**src/fcs_pkg.sv**
```systemverilog
// Shared constants, layouts and carriers of the flash clock, security and key block.
// Assumes one bus clock of 250 MHz and a 32-bit classic Wishbone register bus.
package fcs_pkg;

  // Register byte offsets, one aligned word each
  localparam int unsigned FCS_ADR_W = 8;
  localparam logic [7:0] FCS_OFS_CLKDIV = 8'h00;
  localparam logic [7:0] FCS_OFS_SECOPT = 8'h04;
  localparam logic [7:0] FCS_OFS_KEYCFG = 8'h08;
  localparam logic [7:0] FCS_OFS_STATUS = 8'h0C;
  localparam int unsigned FCS_REG_COUNT = 16;

  // Clock divider field layout
  localparam int unsigned FCS_DIVLD_BIT = 7;
  localparam int unsigned FCS_PRESCALE_BIT = 6;
  localparam int unsigned FCS_DIV_W = 6;
  localparam int unsigned FCS_PRESCALE_RATIO = 8;
  localparam int unsigned FCS_PRE_W = 3;

  // Security options layout and encodings
  localparam int unsigned FCS_KEY_ENABLE_LO = 6;
  localparam int unsigned FCS_SECURITY_LO = 0;
  localparam logic [1:0] FCS_KEY_ENABLE_ON = 2'h2;
  localparam logic [1:0] FCS_KEY_ENABLE_OFF_PREF = 2'h1;
  localparam logic [1:0] FCS_SECURITY_OPEN = 2'h2;
  localparam logic [1:0] FCS_SECURITY_CLOSED_PREF = 2'h1;

  // Key configuration layout
  localparam int unsigned FCS_KEY_ACCESS_BIT = 5;

  // Status word layout
  localparam int unsigned FCS_ST_SECURED = 0;
  localparam int unsigned FCS_ST_KEY_ENABLE = 1;
  localparam int unsigned FCS_ST_RANGE_OK = 2;
  localparam int unsigned FCS_ST_PULSE = 3;

  // Values after reset
  localparam logic [7:0] FCS_CLKDIV_RST = 8'h00;
  localparam logic [7:0] FCS_SECOPT_RST = {FCS_KEY_ENABLE_OFF_PREF, 4'h0, FCS_SECURITY_CLOSED_PREF};
  localparam logic [7:0] FCS_KEYCFG_RST = 8'h00;

  // Program/erase pulse window
  localparam int unsigned FCS_CLK_MHZ = 250;
  localparam int unsigned FCS_PULSE_MIN_NS = 5000;
  localparam int unsigned FCS_PULSE_MAX_NS = 6700;
  localparam int unsigned FCS_PULSE_MIN_CYC = (FCS_PULSE_MIN_NS * FCS_CLK_MHZ + 999) / 1000;
  localparam int unsigned FCS_PULSE_MAX_CYC = (FCS_PULSE_MAX_NS * FCS_CLK_MHZ) / 1000;

  typedef struct packed {
    logic cyc;
    logic stb;
    logic we;
    logic [3:0] sel;
    logic [FCS_ADR_W-1:0] adr;
    logic [31:0] dat;
  } fcs_wb_req_t;

  typedef struct packed {
    logic rd;
    logic wr;
    logic [16:0] addr;
    logic [7:0] wdata;
  } fcs_arr_req_t;

  typedef enum logic [1:0] {
    FCS_PS_IDLE = 2'b00,
    FCS_PS_ARM = 2'b01,
    FCS_PS_ACTIVE = 2'b10
  } fcs_pulse_state_t;

endpackage : fcs_pkg

```
**src/fcs_flash_ctrl.sv**
```systemverilog
// Flash controller control side: array read gate, clock divider, security options, key gate.
// Assumes array macro, key comparator and command sequencer all run on clk.
`timescale 1ns/10ps

module fcs_flash_ctrl
  import fcs_pkg::*;
#(
  parameter int unsigned PAGES = 256,
  parameter int unsigned PAGE_BYTES = 512,
  parameter int unsigned BLOCKS = 2
) (
  input wire logic clk,
  input wire logic rst,
  input wire fcs_wb_req_t wb_req,
  output logic wb_ack_ff,
  output logic [31:0] wb_dat_ff,
  input wire fcs_arr_req_t arr_req,
  input wire logic [7:0] cell_data,
  input wire logic [BLOCKS-1:0] cmd_busy,
  input wire logic [7:0] nonvolatile_security_byte,
  input wire logic key_match,
  input wire logic pe_start,
  output logic [7:0] rd_data_ff,
  output logic rd_valid_ff,
  output logic rd_blocked_ff,
  output logic cmd_write_ff,
  output logic key_write_ff,
  output logic [16:0] wr_addr_ff,
  output logic [7:0] wr_data_ff,
  output logic [$clog2(PAGES)-1:0] wr_page_ff,
  output logic divided_flash_clock_ff,
  output logic pe_pulse_ff,
  output logic secured_ff
);

  localparam int unsigned ADDR_W = $clog2(PAGES * PAGE_BYTES);
  localparam int unsigned PAGE_W = $clog2(PAGES);
  localparam int unsigned BLK_W = (BLOCKS > 1) ? $clog2(BLOCKS) : 1;
  localparam int unsigned REG_IDX_W = $clog2(FCS_REG_COUNT);

  // ---------------- Register bus decode ----------------
  logic bus_req_w;
  logic bus_wr_w;
  logic bus_in_map_w;
  logic hit_clkdiv_w;
  logic hit_secopt_w;
  logic hit_keycfg_w;
  logic hit_status_w;
  logic wr_clkdiv_w;
  logic wr_keycfg_w;

  assign bus_req_w = wb_req.cyc && wb_req.stb && !wb_ack_ff;
  assign bus_wr_w = bus_req_w && wb_req.we && wb_req.sel[0];
  // Sixteen words; addresses beyond them answer with zero
  assign bus_in_map_w = (wb_req.adr[FCS_ADR_W-1:2] < 6'(FCS_REG_COUNT));
  assign hit_clkdiv_w = bus_in_map_w && (wb_req.adr[FCS_ADR_W-1:2] == FCS_OFS_CLKDIV[7:2]);
  assign hit_secopt_w = bus_in_map_w && (wb_req.adr[FCS_ADR_W-1:2] == FCS_OFS_SECOPT[7:2]);
  assign hit_keycfg_w = bus_in_map_w && (wb_req.adr[FCS_ADR_W-1:2] == FCS_OFS_KEYCFG[7:2]);
  assign hit_status_w = bus_in_map_w && (wb_req.adr[FCS_ADR_W-1:2] == FCS_OFS_STATUS[7:2]);
  assign wr_clkdiv_w = bus_wr_w && hit_clkdiv_w;
  assign wr_keycfg_w = bus_wr_w && hit_keycfg_w;

  // ---------------- Clock divider register ----------------
  logic div_written_ff;
  logic div_locked_ff;
  logic prescale_bit_ff;
  logic [FCS_DIV_W-1:0] divider_field_ff;
  logic div_accept_w;

  assign div_accept_w = wr_clkdiv_w && !div_locked_ff;

  always_ff @(posedge clk or posedge rst) begin
    if (rst) begin
      div_written_ff <= FCS_CLKDIV_RST[FCS_DIVLD_BIT];
      div_locked_ff <= 1'b0;
      prescale_bit_ff <= FCS_CLKDIV_RST[FCS_PRESCALE_BIT];
      divider_field_ff <= FCS_CLKDIV_RST[FCS_DIV_W-1:0];
    end else if (div_accept_w) begin
      div_written_ff <= 1'b1;
      div_locked_ff <= !wb_req.dat[FCS_DIVLD_BIT];
      prescale_bit_ff <= wb_req.dat[FCS_PRESCALE_BIT];
      divider_field_ff <= wb_req.dat[FCS_DIV_W-1:0];
    end
  end

  // ---------------- Divided flash clock ----------------
  logic [FCS_PRE_W-1:0] pre_cnt_ff;
  logic [FCS_DIV_W-1:0] div_cnt_ff;
  logic pre_tick_w;
  logic flash_tick_w;
  logic [9:0] ratio_w;
  logic range_ok_w;

  assign pre_tick_w = !prescale_bit_ff || (pre_cnt_ff == 3'(FCS_PRESCALE_RATIO - 1));
  assign flash_tick_w = pre_tick_w && (div_cnt_ff == divider_field_ff);
  assign ratio_w = prescale_bit_ff ? {1'b0, ({3'h0, divider_field_ff} + 9'h001)} << 3
                                   : {3'h0, divider_field_ff} + 10'h001;
  // Period in bus cycles checked against the pulse window
  assign range_ok_w = (32'(ratio_w) >= FCS_PULSE_MIN_CYC) && (32'(ratio_w) <= FCS_PULSE_MAX_CYC);

  always_ff @(posedge clk or posedge rst) begin
    if (rst) begin
      pre_cnt_ff <= 3'h0;
      div_cnt_ff <= 6'h00;
      divided_flash_clock_ff <= 1'b0;
    end else if (div_accept_w) begin
      // Restart the divider cleanly on a new setting
      pre_cnt_ff <= 3'h0;
      div_cnt_ff <= 6'h00;
      divided_flash_clock_ff <= 1'b0;
    end else begin
      pre_cnt_ff <= prescale_bit_ff ? pre_cnt_ff + 3'h1 : 3'h0;
      if (pre_tick_w) begin
        div_cnt_ff <= flash_tick_w ? 6'h00 : div_cnt_ff + 6'h01;
      end
      divided_flash_clock_ff <= flash_tick_w;
    end
  end

  // ---------------- Program/erase timing pulse ----------------
  fcs_pulse_state_t ps_ff;
  fcs_pulse_state_t nxt_ps;

  always_comb begin
    nxt_ps = ps_ff;
    unique case (ps_ff)
      FCS_PS_IDLE: if (pe_start) nxt_ps = FCS_PS_ARM;
      FCS_PS_ARM: if (flash_tick_w) nxt_ps = FCS_PS_ACTIVE;
      FCS_PS_ACTIVE: if (flash_tick_w) nxt_ps = FCS_PS_IDLE;
      default: nxt_ps = FCS_PS_IDLE;
    endcase
    if (div_accept_w) nxt_ps = FCS_PS_IDLE;
  end

  // One full flash clock period, aligned to its ticks
  always_ff @(posedge clk or posedge rst) begin
    if (rst) begin
      ps_ff <= FCS_PS_IDLE;
      pe_pulse_ff <= 1'b0;
    end else begin
      ps_ff <= nxt_ps;
      pe_pulse_ff <= (nxt_ps == FCS_PS_ACTIVE);
    end
  end

  // ---------------- Security options ----------------
  logic opt_loaded_ff;
  logic [7:0] secopt_ff;
  logic key_enabled_w;
  logic unsecured_w;

  assign key_enabled_w = (secopt_ff[FCS_KEY_ENABLE_LO +: 2] == FCS_KEY_ENABLE_ON);
  assign unsecured_w = (secopt_ff[FCS_SECURITY_LO +: 2] == FCS_SECURITY_OPEN);

  // Captured on the first edge after reset release, never from the bus
  always_ff @(posedge clk or posedge rst) begin
    if (rst) begin
      opt_loaded_ff <= 1'b0;
      secopt_ff <= FCS_SECOPT_RST;
    end else if (!opt_loaded_ff) begin
      opt_loaded_ff <= 1'b1;
      secopt_ff <= nonvolatile_security_byte;
    end else if (key_match && key_enabled_w) begin
      secopt_ff[FCS_SECURITY_LO +: 2] <= FCS_SECURITY_OPEN;
    end
  end

  always_ff @(posedge clk or posedge rst) begin
    if (rst) begin
      secured_ff <= 1'b1;
    end else begin
      secured_ff <= !opt_loaded_ff || !unsecured_w;
    end
  end

  // ---------------- Key configuration ----------------
  logic key_access_bit_ff;

  always_ff @(posedge clk or posedge rst) begin
    if (rst) begin
      key_access_bit_ff <= FCS_KEYCFG_RST[FCS_KEY_ACCESS_BIT];
    end else if (wr_keycfg_w && key_enabled_w) begin
      key_access_bit_ff <= wb_req.dat[FCS_KEY_ACCESS_BIT];
    end
  end

  // ---------------- Register read mux and answer ----------------
  logic [7:0] rd_clkdiv_w;
  logic [7:0] rd_keycfg_w;
  logic [7:0] rd_status_w;
  logic [7:0] rd_mux_w;

  assign rd_clkdiv_w = {div_written_ff, prescale_bit_ff, divider_field_ff};
  assign rd_keycfg_w = 8'(key_access_bit_ff) << FCS_KEY_ACCESS_BIT;
  assign rd_status_w = {4'h0, pe_pulse_ff, range_ok_w, key_enabled_w, secured_ff};
  assign rd_mux_w = hit_clkdiv_w ? rd_clkdiv_w :
                    hit_secopt_w ? secopt_ff :
                    hit_keycfg_w ? rd_keycfg_w :
                    hit_status_w ? rd_status_w : 8'h00;

  always_ff @(posedge clk or posedge rst) begin
    if (rst) begin
      wb_ack_ff <= 1'b0;
      wb_dat_ff <= 32'h0000_0000;
    end else begin
      wb_ack_ff <= bus_req_w;
      wb_dat_ff <= (bus_req_w && !wb_req.we) ? {24'h00_0000, rd_mux_w} : 32'h0000_0000;
    end
  end

  // ---------------- Array read and write routing ----------------
  logic [BLK_W-1:0] rd_blk_w;
  logic rd_block_busy_w;
  logic rd_ok_w;

  assign rd_blk_w = (BLOCKS > 1) ? arr_req.addr[ADDR_W-1 -: BLK_W] : '0;
  assign rd_block_busy_w = cmd_busy[rd_blk_w];
  // Key access does not gate reads
  assign rd_ok_w = arr_req.rd && !rd_block_busy_w;

  always_ff @(posedge clk or posedge rst) begin
    if (rst) begin
      rd_data_ff <= 8'hFF;
      rd_valid_ff <= 1'b0;
      rd_blocked_ff <= 1'b0;
    end else begin
      rd_valid_ff <= rd_ok_w;
      rd_blocked_ff <= arr_req.rd && rd_block_busy_w;
      if (rd_ok_w) begin
        // Cell reports charge: programmed cell is 1, so invert
        rd_data_ff <= ~cell_data;
      end
    end
  end

  always_ff @(posedge clk or posedge rst) begin
    if (rst) begin
      cmd_write_ff <= 1'b0;
      key_write_ff <= 1'b0;
      wr_addr_ff <= 17'h0_0000;
      wr_data_ff <= 8'h00;
      wr_page_ff <= '0;
    end else begin
      cmd_write_ff <= arr_req.wr && !key_access_bit_ff;
      key_write_ff <= arr_req.wr && key_access_bit_ff;
      if (arr_req.wr) begin
        wr_addr_ff <= arr_req.addr;
        wr_data_ff <= arr_req.wdata;
        wr_page_ff <= arr_req.addr[ADDR_W-1 -: PAGE_W];
      end
    end
  end

  logic [9:0] gap_ff;
  logic seen_tick_ff;

  always_ff @(posedge clk or posedge rst) begin
    if (rst) begin
      gap_ff <= 10'h000;
      seen_tick_ff <= 1'b0;
    end else if (div_accept_w) begin
      gap_ff <= 10'h000;
      seen_tick_ff <= 1'b0;
    end else begin
      gap_ff <= divided_flash_clock_ff ? 10'h001 : gap_ff + 10'h001;
      if (divided_flash_clock_ff) seen_tick_ff <= 1'b1;
    end
  end
endmodule : fcs_flash_ctrl

```
**config.mk**
```make
export PLATFORM = sky130hd
export DESIGN_NAME = fcs_flash_ctrl
export DESIGN_NICKNAME = d
export VERILOG_FILES = /design/src/fcs_pkg.sv /design/src/fcs_flash_ctrl.sv
export SDC_FILE = /design/constraint.sdc
export NUM_CORES = 1
export LEC_CHECK = 0
export BUFFER_PORTS_ARGS = -buffer_cell sky130_fd_sc_hd__buf_2
export CAP_MARGIN = 40
export CORE_UTILIZATION = 46
export DETAILED_ROUTE_END_ITERATION = 10
export PLACE_DENSITY = 0.79
export SKIP_LAST_GASP = 1
export SLEW_MARGIN = 20
export SYNTH_ARGS = -nofsm -noshare
export SYNTH_HDL_FRONTEND = slang
export SYNTH_SLANG_ARGS = --single-unit
```
**constraint.sdc**
```tcl
create_clock -name clk -period 2.7 [get_ports clk]
set_input_delay 0.27 -clock clk [delete_from_list [all_inputs] [get_ports clk]]
set_output_delay 0.27 -clock clk [all_outputs]
set_load 0.03 [all_outputs]
```
==> results of run 1 <==
-- cells by family after synthesis --
kind of cell	after synthesis	synth area share, %
AO/OA/AOI/OAI	26	4.49
XOR/XNOR	6	1.94
adder cells (fa/ha/maj)	3	1.08
buffers and inverters	47	8.98
flip-flops	79	57.2
multiplexers	40	12.7
other	2	0.216
AND/OR/NAND/NOR	93	13.4
-- area by class of cell --
class	count	area [sq um]
fill	643	2990
timing repair buffer	127	668
sequential	79	1990
clock inverter	5	106
inverter	4	15.0
tap	99	124
multi-input combinational	193	1260
clock buffer	11	131
-- flip-flops by register name, indices dropped and copies added (netlist names), 2 cells and up --
signal and flops:
wb_dat_ff 8, div_cnt_ff 6, pre_cnt_ff 3, wr_addr_ff 17, divider_field_ff 6, secopt_ff 8, ps_ff 2, wr_data_ff 8
rd_data_ff 8
-- layout by cell type (no fill, tap or decap), types with 5 or more instances in the layout --
master,instances
o21ai_0,13
dfrtp_1,68
clkbuf_8,9
nor2_1,16
nand2_1,35
nor2b_1,6
buf_2,123
mux2i_1,7
nand3_1,7
dfstp_2,11
nand2b_1,5
mux2_2,33
a21oi_1,5
conb_1,25
-- routing by layer --
layer | GRT usage [%] | wire [microns]
met1 | 19.5 | 2750
met3 | 5.63 | 512
met4 | 6.06 | 87
met2 | 30.6 | 3420
met5 | 0 | 0
-- power by group through the flow --
stage	combinational, uW	sequential [uW]	clock [uW]
2_1_floorplan	406	1580	0
3_3_place_gp	677	1450	0
3_5_place_dp	704	1460	0
4_1_cts	707	1440	1040
5_1_grt	770	1450	1090
6_report	697	1430	1020
-- through the flow --
step | cells | total power [uW]
final | 518 | 3150
after global routing | 518 | 3320
after CTS | 518 | 3180
after detailed placement | 501 | 2160
after global placement | 500 | 2120
after floorplan | 319 | 1980
-- worst register-to-register path, delay by kind of cell (launching register included) --
family	cells	cell delay, ps
AND/OR/NAND/NOR	3	630
AO/OA/AOI/OAI	1	450
flip-flops	1	390
adder cells (fa/ha/maj)	2	380
-- cell usage after synthesis (5+ instances only) --
cell,instances,area [sq um]
nand2_1,35,131
dfstp_2,11,289
nor2_1,16,60.1
nor2b_1,6,37.5
buf_4,35,263
mux2_2,33,372
mux2i_1,7,70.1
a21oi_1,5,25.0
dfrtp_1,68,1700
o21ai_0,13,65.1
nand2b_1,5,31.3
nand3_1,7,35.0
-- what timing repair did --
item,4_1_cts,5_1_grt
hold buffers,1,0
hold endpoints to repair,19,0
gates resized for setup,0,0
-- final timing paths --
path | depth (start not counted) | start | end | slack (ps)
hold / removal | 2 | cell_data[0] | rd_data_ff[0] | 90
setup reg to reg | 6 | pre_cnt_ff[0] | ps_ff[0] | 730
setup / recovery | 6 | pre_cnt_ff[0] | ps_ff[0] | 730
hold reg to reg | 1 | pre_cnt_ff[0] | pre_cnt_ff[0] | 450
max in group asynchronous | 5 | rst | secopt_ff[6] | 1540
min in group asynchronous | 4 | rst | rd_blocked_ff | 530
==> out/results.ini, run 1 <==
[run_status]
outcome=finished clean

[power]
power_frac_clock_pct=32.3
powerDensity_nw_per_um2=732
p_int_uw=2210
p_comb_share_pct=22.1
p_leak_uw=0.00220
p_switching_uw=941
p_seq_share_pct=45.6
p_sw_share_pct=29.9
peakVddDrop_uv=297

[clock_network]
clockBufferDepth=2
cts_tree=done
cts.sinks=79
clock_latency_ps=340
cts_root_buffer=clkbuf_8
clk_pin_slew_ps=70
h-tree-depth=3
postCtsSetupBuffers=0
cts-buffers-inserted=9

[floorplanning]
core_region_area_sq_um=7290
rows=31
start_util_pct=47.8
die_area_sq_um=7920
die_h_microns=89.0
fp.dieW_microns=89.0
io_pins=177

[grt]
grt_first_pass_wirelength_mm=10.1
grt_max_degree=54
grt-ovfl-total=0
antenna_found_initial=0
grt_pass1_vias=2288
grtUsageTotal_pct=17.2

[placed_design]
gp_congestion=0.810
dp_hpwl_mm=5.19
dpl_worst_slack_ps=717
place.port_buffers=123
placed_area_sq_um=4050

[layout]
nNetsFinal=513
final_util_pct=59.0
stdcell_area_sq_um=4300
num_antenna_cells=0
area_growth_pct=23.5
drive_gt1_share_pct=45.3

[critical_path]
path_max_fanout=10
critical_path.top_delay_family=simple AND/OR/NAND/NOR gates
start_kind=flip-flop
crit_chain=ha_1 > ha_1 > nand2b_1 > nand4_2 > nor2_1 > a2111oi_1
required_ps=2900
endpoint_kind=flip-flop
cp_slowest_cell=a2111oi_1
crit_buf_inv=0
crit_top_cell=ha_1
slowest_delay_ps=450
arrival_ps=2180
crit_type=reg2reg

[sta]
holdWs_ps=92.8
worst_pin_slew_ps=560
setup_ws_ps=727
period_share_pct=73.1
setup_viol=0
fmax_mhz=507
slew_violations=0
post-route-min-period_ps=1970
tns_ps=0
clock_skew_ps=12.0
rsz0062_at_grt=no
worst_slew_margin_rel_pct=62.7
hold_violations=0

[drt]
via_per_inst=4.82
finalWirelength_mm=6.77
firstDrtPassIters=4
drt_iter0_drc=74
route.detailed.drc=0
vias=2498
wl_per_cell_microns=13.1
final_antenna_net_count=0

[synthesis]
synthCells=296
ys.flop_type=dfrtp_1
synth_area_per_cell_sq_um=11.8
synthArstFlopShare_pct=100
synth_cell_types=41
ys_seq_area_share_pct=57.2
netlist_area_sq_um=3480
yosys_warnings=0
synth_edf_count=0
ys_seq_elements=79

[flow_run]
cap_violations=0

[min_path]
min_path_type=in2reg

Power figures use the tool's default switching activity.
==> inputs of run 2 (changes only) <==
clock period = 1.9 ns   (was 2.7 ns; I/O delays follow)
==> out/results.ini, run 2 (synthesis gave the netlist of run 1 again) <==
[placed_design]
place.port_buffers=123  ; unchanged
dpl_worst_slack_ps=171  ; was 717 ps
placed_area_sq_um=4080  ; was 4050 sq um
dp_hpwl_mm=4.98  ; was 5.19 mm
gp_congestion=0.863  ; was 0.810

[floorplanning]
rows=31  ; unchanged
die_h_microns=89.0  ; unchanged
die_area_sq_um=7920  ; unchanged
start_util_pct=47.8  ; unchanged
io_pins=177  ; unchanged
fp.dieW_microns=89.0  ; unchanged
core_region_area_sq_um=7290  ; unchanged

[layout]
drive_gt1_share_pct=45.4  ; was 45.3%
nNetsFinal=521  ; was 513
layout_common_cells=buf_2 (123), dfrtp_1 (68), nand2_1 (35), mux2_2 (33), conb_1 (25)  ; unchanged
num-fill-cells=621  ; was 643
stdcell_area_sq_um=4370  ; was 4300 sq um
num_antenna_cells=0  ; unchanged
regMostFlops=wr_addr_ff  ; unchanged
largest_register_ffs=17  ; unchanged
area_growth_pct=25.4  ; was 23.5%
final_common_cell=buf_2  ; unchanged
seqCellArea_sq_um=1990  ; unchanged
multi_input_area_sq_um=1260  ; unchanged

[critical_path]
slowest_delay_ps=400  ; was 450 ps
required_ps=2120  ; was 2900 ps
crit_chain=ha_1 > ha_1 > nand2b_1 > nand4_2 > nor2_1 > a2111oi_1  ; unchanged
crit_type=reg2reg  ; unchanged
start_kind=flip-flop  ; unchanged
crit_top_cell=ha_1  ; unchanged
endpoint_kind=flip-flop  ; unchanged
path_max_fanout=6  ; was 10
cp_slowest_cell=a2111oi_1  ; unchanged
arrival_ps=1940  ; was 2180 ps

[clock_network]
cts-buffers-inserted=9  ; unchanged
cts.sinks=79  ; unchanged
cts_tree=done  ; unchanged
cts_root_buffer=clkbuf_8  ; unchanged
h-tree-depth=3  ; unchanged
clockBufferDepth=2  ; unchanged
ctsResizeCount=0  ; unchanged
clock_latency_ps=340  ; about the same
clk_pin_slew_ps=80  ; was 70 ps

[drt]
route.detailed.drc=0  ; unchanged
finalWirelength_mm=6.67  ; was 6.77 mm
firstDrtPassIters=4  ; unchanged
wl_per_cell_microns=12.7  ; was 13.1 microns
vias=2473  ; was 2,498
drt_iter0_drc=88  ; was 74
via_per_inst=4.70  ; was 4.82
final_antenna_net_count=0  ; unchanged

[grt]
grtUsageTotal_pct=17.0  ; was 17.2%
antenna_found_initial=0  ; unchanged
grt_first_pass_wirelength_mm=10.1  ; about the same
grt-ovfl-total=0  ; unchanged
grt_pass1_vias=2238  ; was 2,288
grt_max_degree=29  ; was 54

[run_status]
outcome=finished clean  ; unchanged

[sta]
hold_violations=0  ; unchanged
worst_pin_slew_ps=658  ; was 560 ps
period_share_pct=90.1  ; was 73.1%
setup_ws_ps=188  ; was 727 ps
fmax_mhz=584  ; was 507 MHz
setup_viol=0  ; unchanged
slew_violations=0  ; unchanged
clock_skew_ps=6.60  ; was 12.0 ps
rsz0062_at_grt=no  ; unchanged
worst_slew_margin_rel_pct=56.1  ; was 62.7%
tns_ps=0  ; unchanged
post-route-min-period_ps=1710  ; was 1970 ps

[min_path]
min_path_type=in2reg  ; unchanged

[power]
powerDensity_nw_per_um2=1000  ; was 732 nW/um^2
p_leak_uw=0.00223  ; was 0.00220 uW
peakVddDrop_uv=387  ; was 297 uV

[flow_run]
cap_violations=0  ; unchanged

run 2: cell types whose count changed in the layout (fill, tap and decap cells not counted), sizes merged:
cell         delta
inv             -1
clkinvlp        +1
dlygate4sd3     +5
bufinv          -1
buf             +3
clkinv          +1
run 2: power by group:
part           switching, uW  internal, uW
combinational            613           379
clock                    579           776
sequential               150          1890
total                   1340          3040
run 2: path summary, 6_finish.rpt:
kind	startpoint	to	slack, ps	depth (start not counted)
hold / removal	cell_data[0]	rd_data_ff[0]	10	2
min in group asynchronous	rst	wb_dat_ff[5]	510	3
max in group asynchronous	rst	secopt_ff[6]	770	4
setup reg to reg	pre_cnt_ff[0]	ps_ff[0]	190	6
hold reg to reg	pre_cnt_ff[0]	pre_cnt_ff[0]	440	1
setup / recovery	pre_cnt_ff[0]	ps_ff[0]	190	6
run 2: timing repair:
item	4_1_cts	5_1_grt
setup buffers	0	0
endpoints found under the hold margin	29	0
hold buffers	6	0
run 2: critical path: cells and delay by family (launching register included):
kind / cells / cell delay, ps
compound gates: 1 / 400
simple gates: 3 / 420
fa+ha+maj: 2 / 380
flops: 1 / 390
run 2: cell type report:
| class | instances | share of cell area, % |
|---|---|---|
| multi-input combinational | 193 | 29.0 |
| clock buffer | 11 | 3.24 |
| tap | 99 | 2.84 |
| clock inverter | 5 | 1.86 |
| inverter | 4 | 0.430 |
| timing repair buffer | 135 | 17.1 |
| sequential | 79 | 45.6 |
run 2: layer usage:
layer  vias to the layer above  wire length (microns)  GRT usage [%]
li1                       1201                      -              -
met1                      1165                   2900           21.4
met2                        97                   3270           28.3
met5                         -                      0              0
met4                         0                     74           6.93
met3                        10                    419           4.06
run 2: per-stage QoR:
step,utilization (%),power [uW],hold WS (ps),instances
6_report,59.9,4380,11.7,526
5_1_grt,59.9,4620,5.65,526
4_1_cts,59.9,4440,0.0488,526
3_5_place_dp,56.0,3060,318,504
3_3_place_gp,56.0,3020,312,504
2_1_floorplan,-,2820,268,319
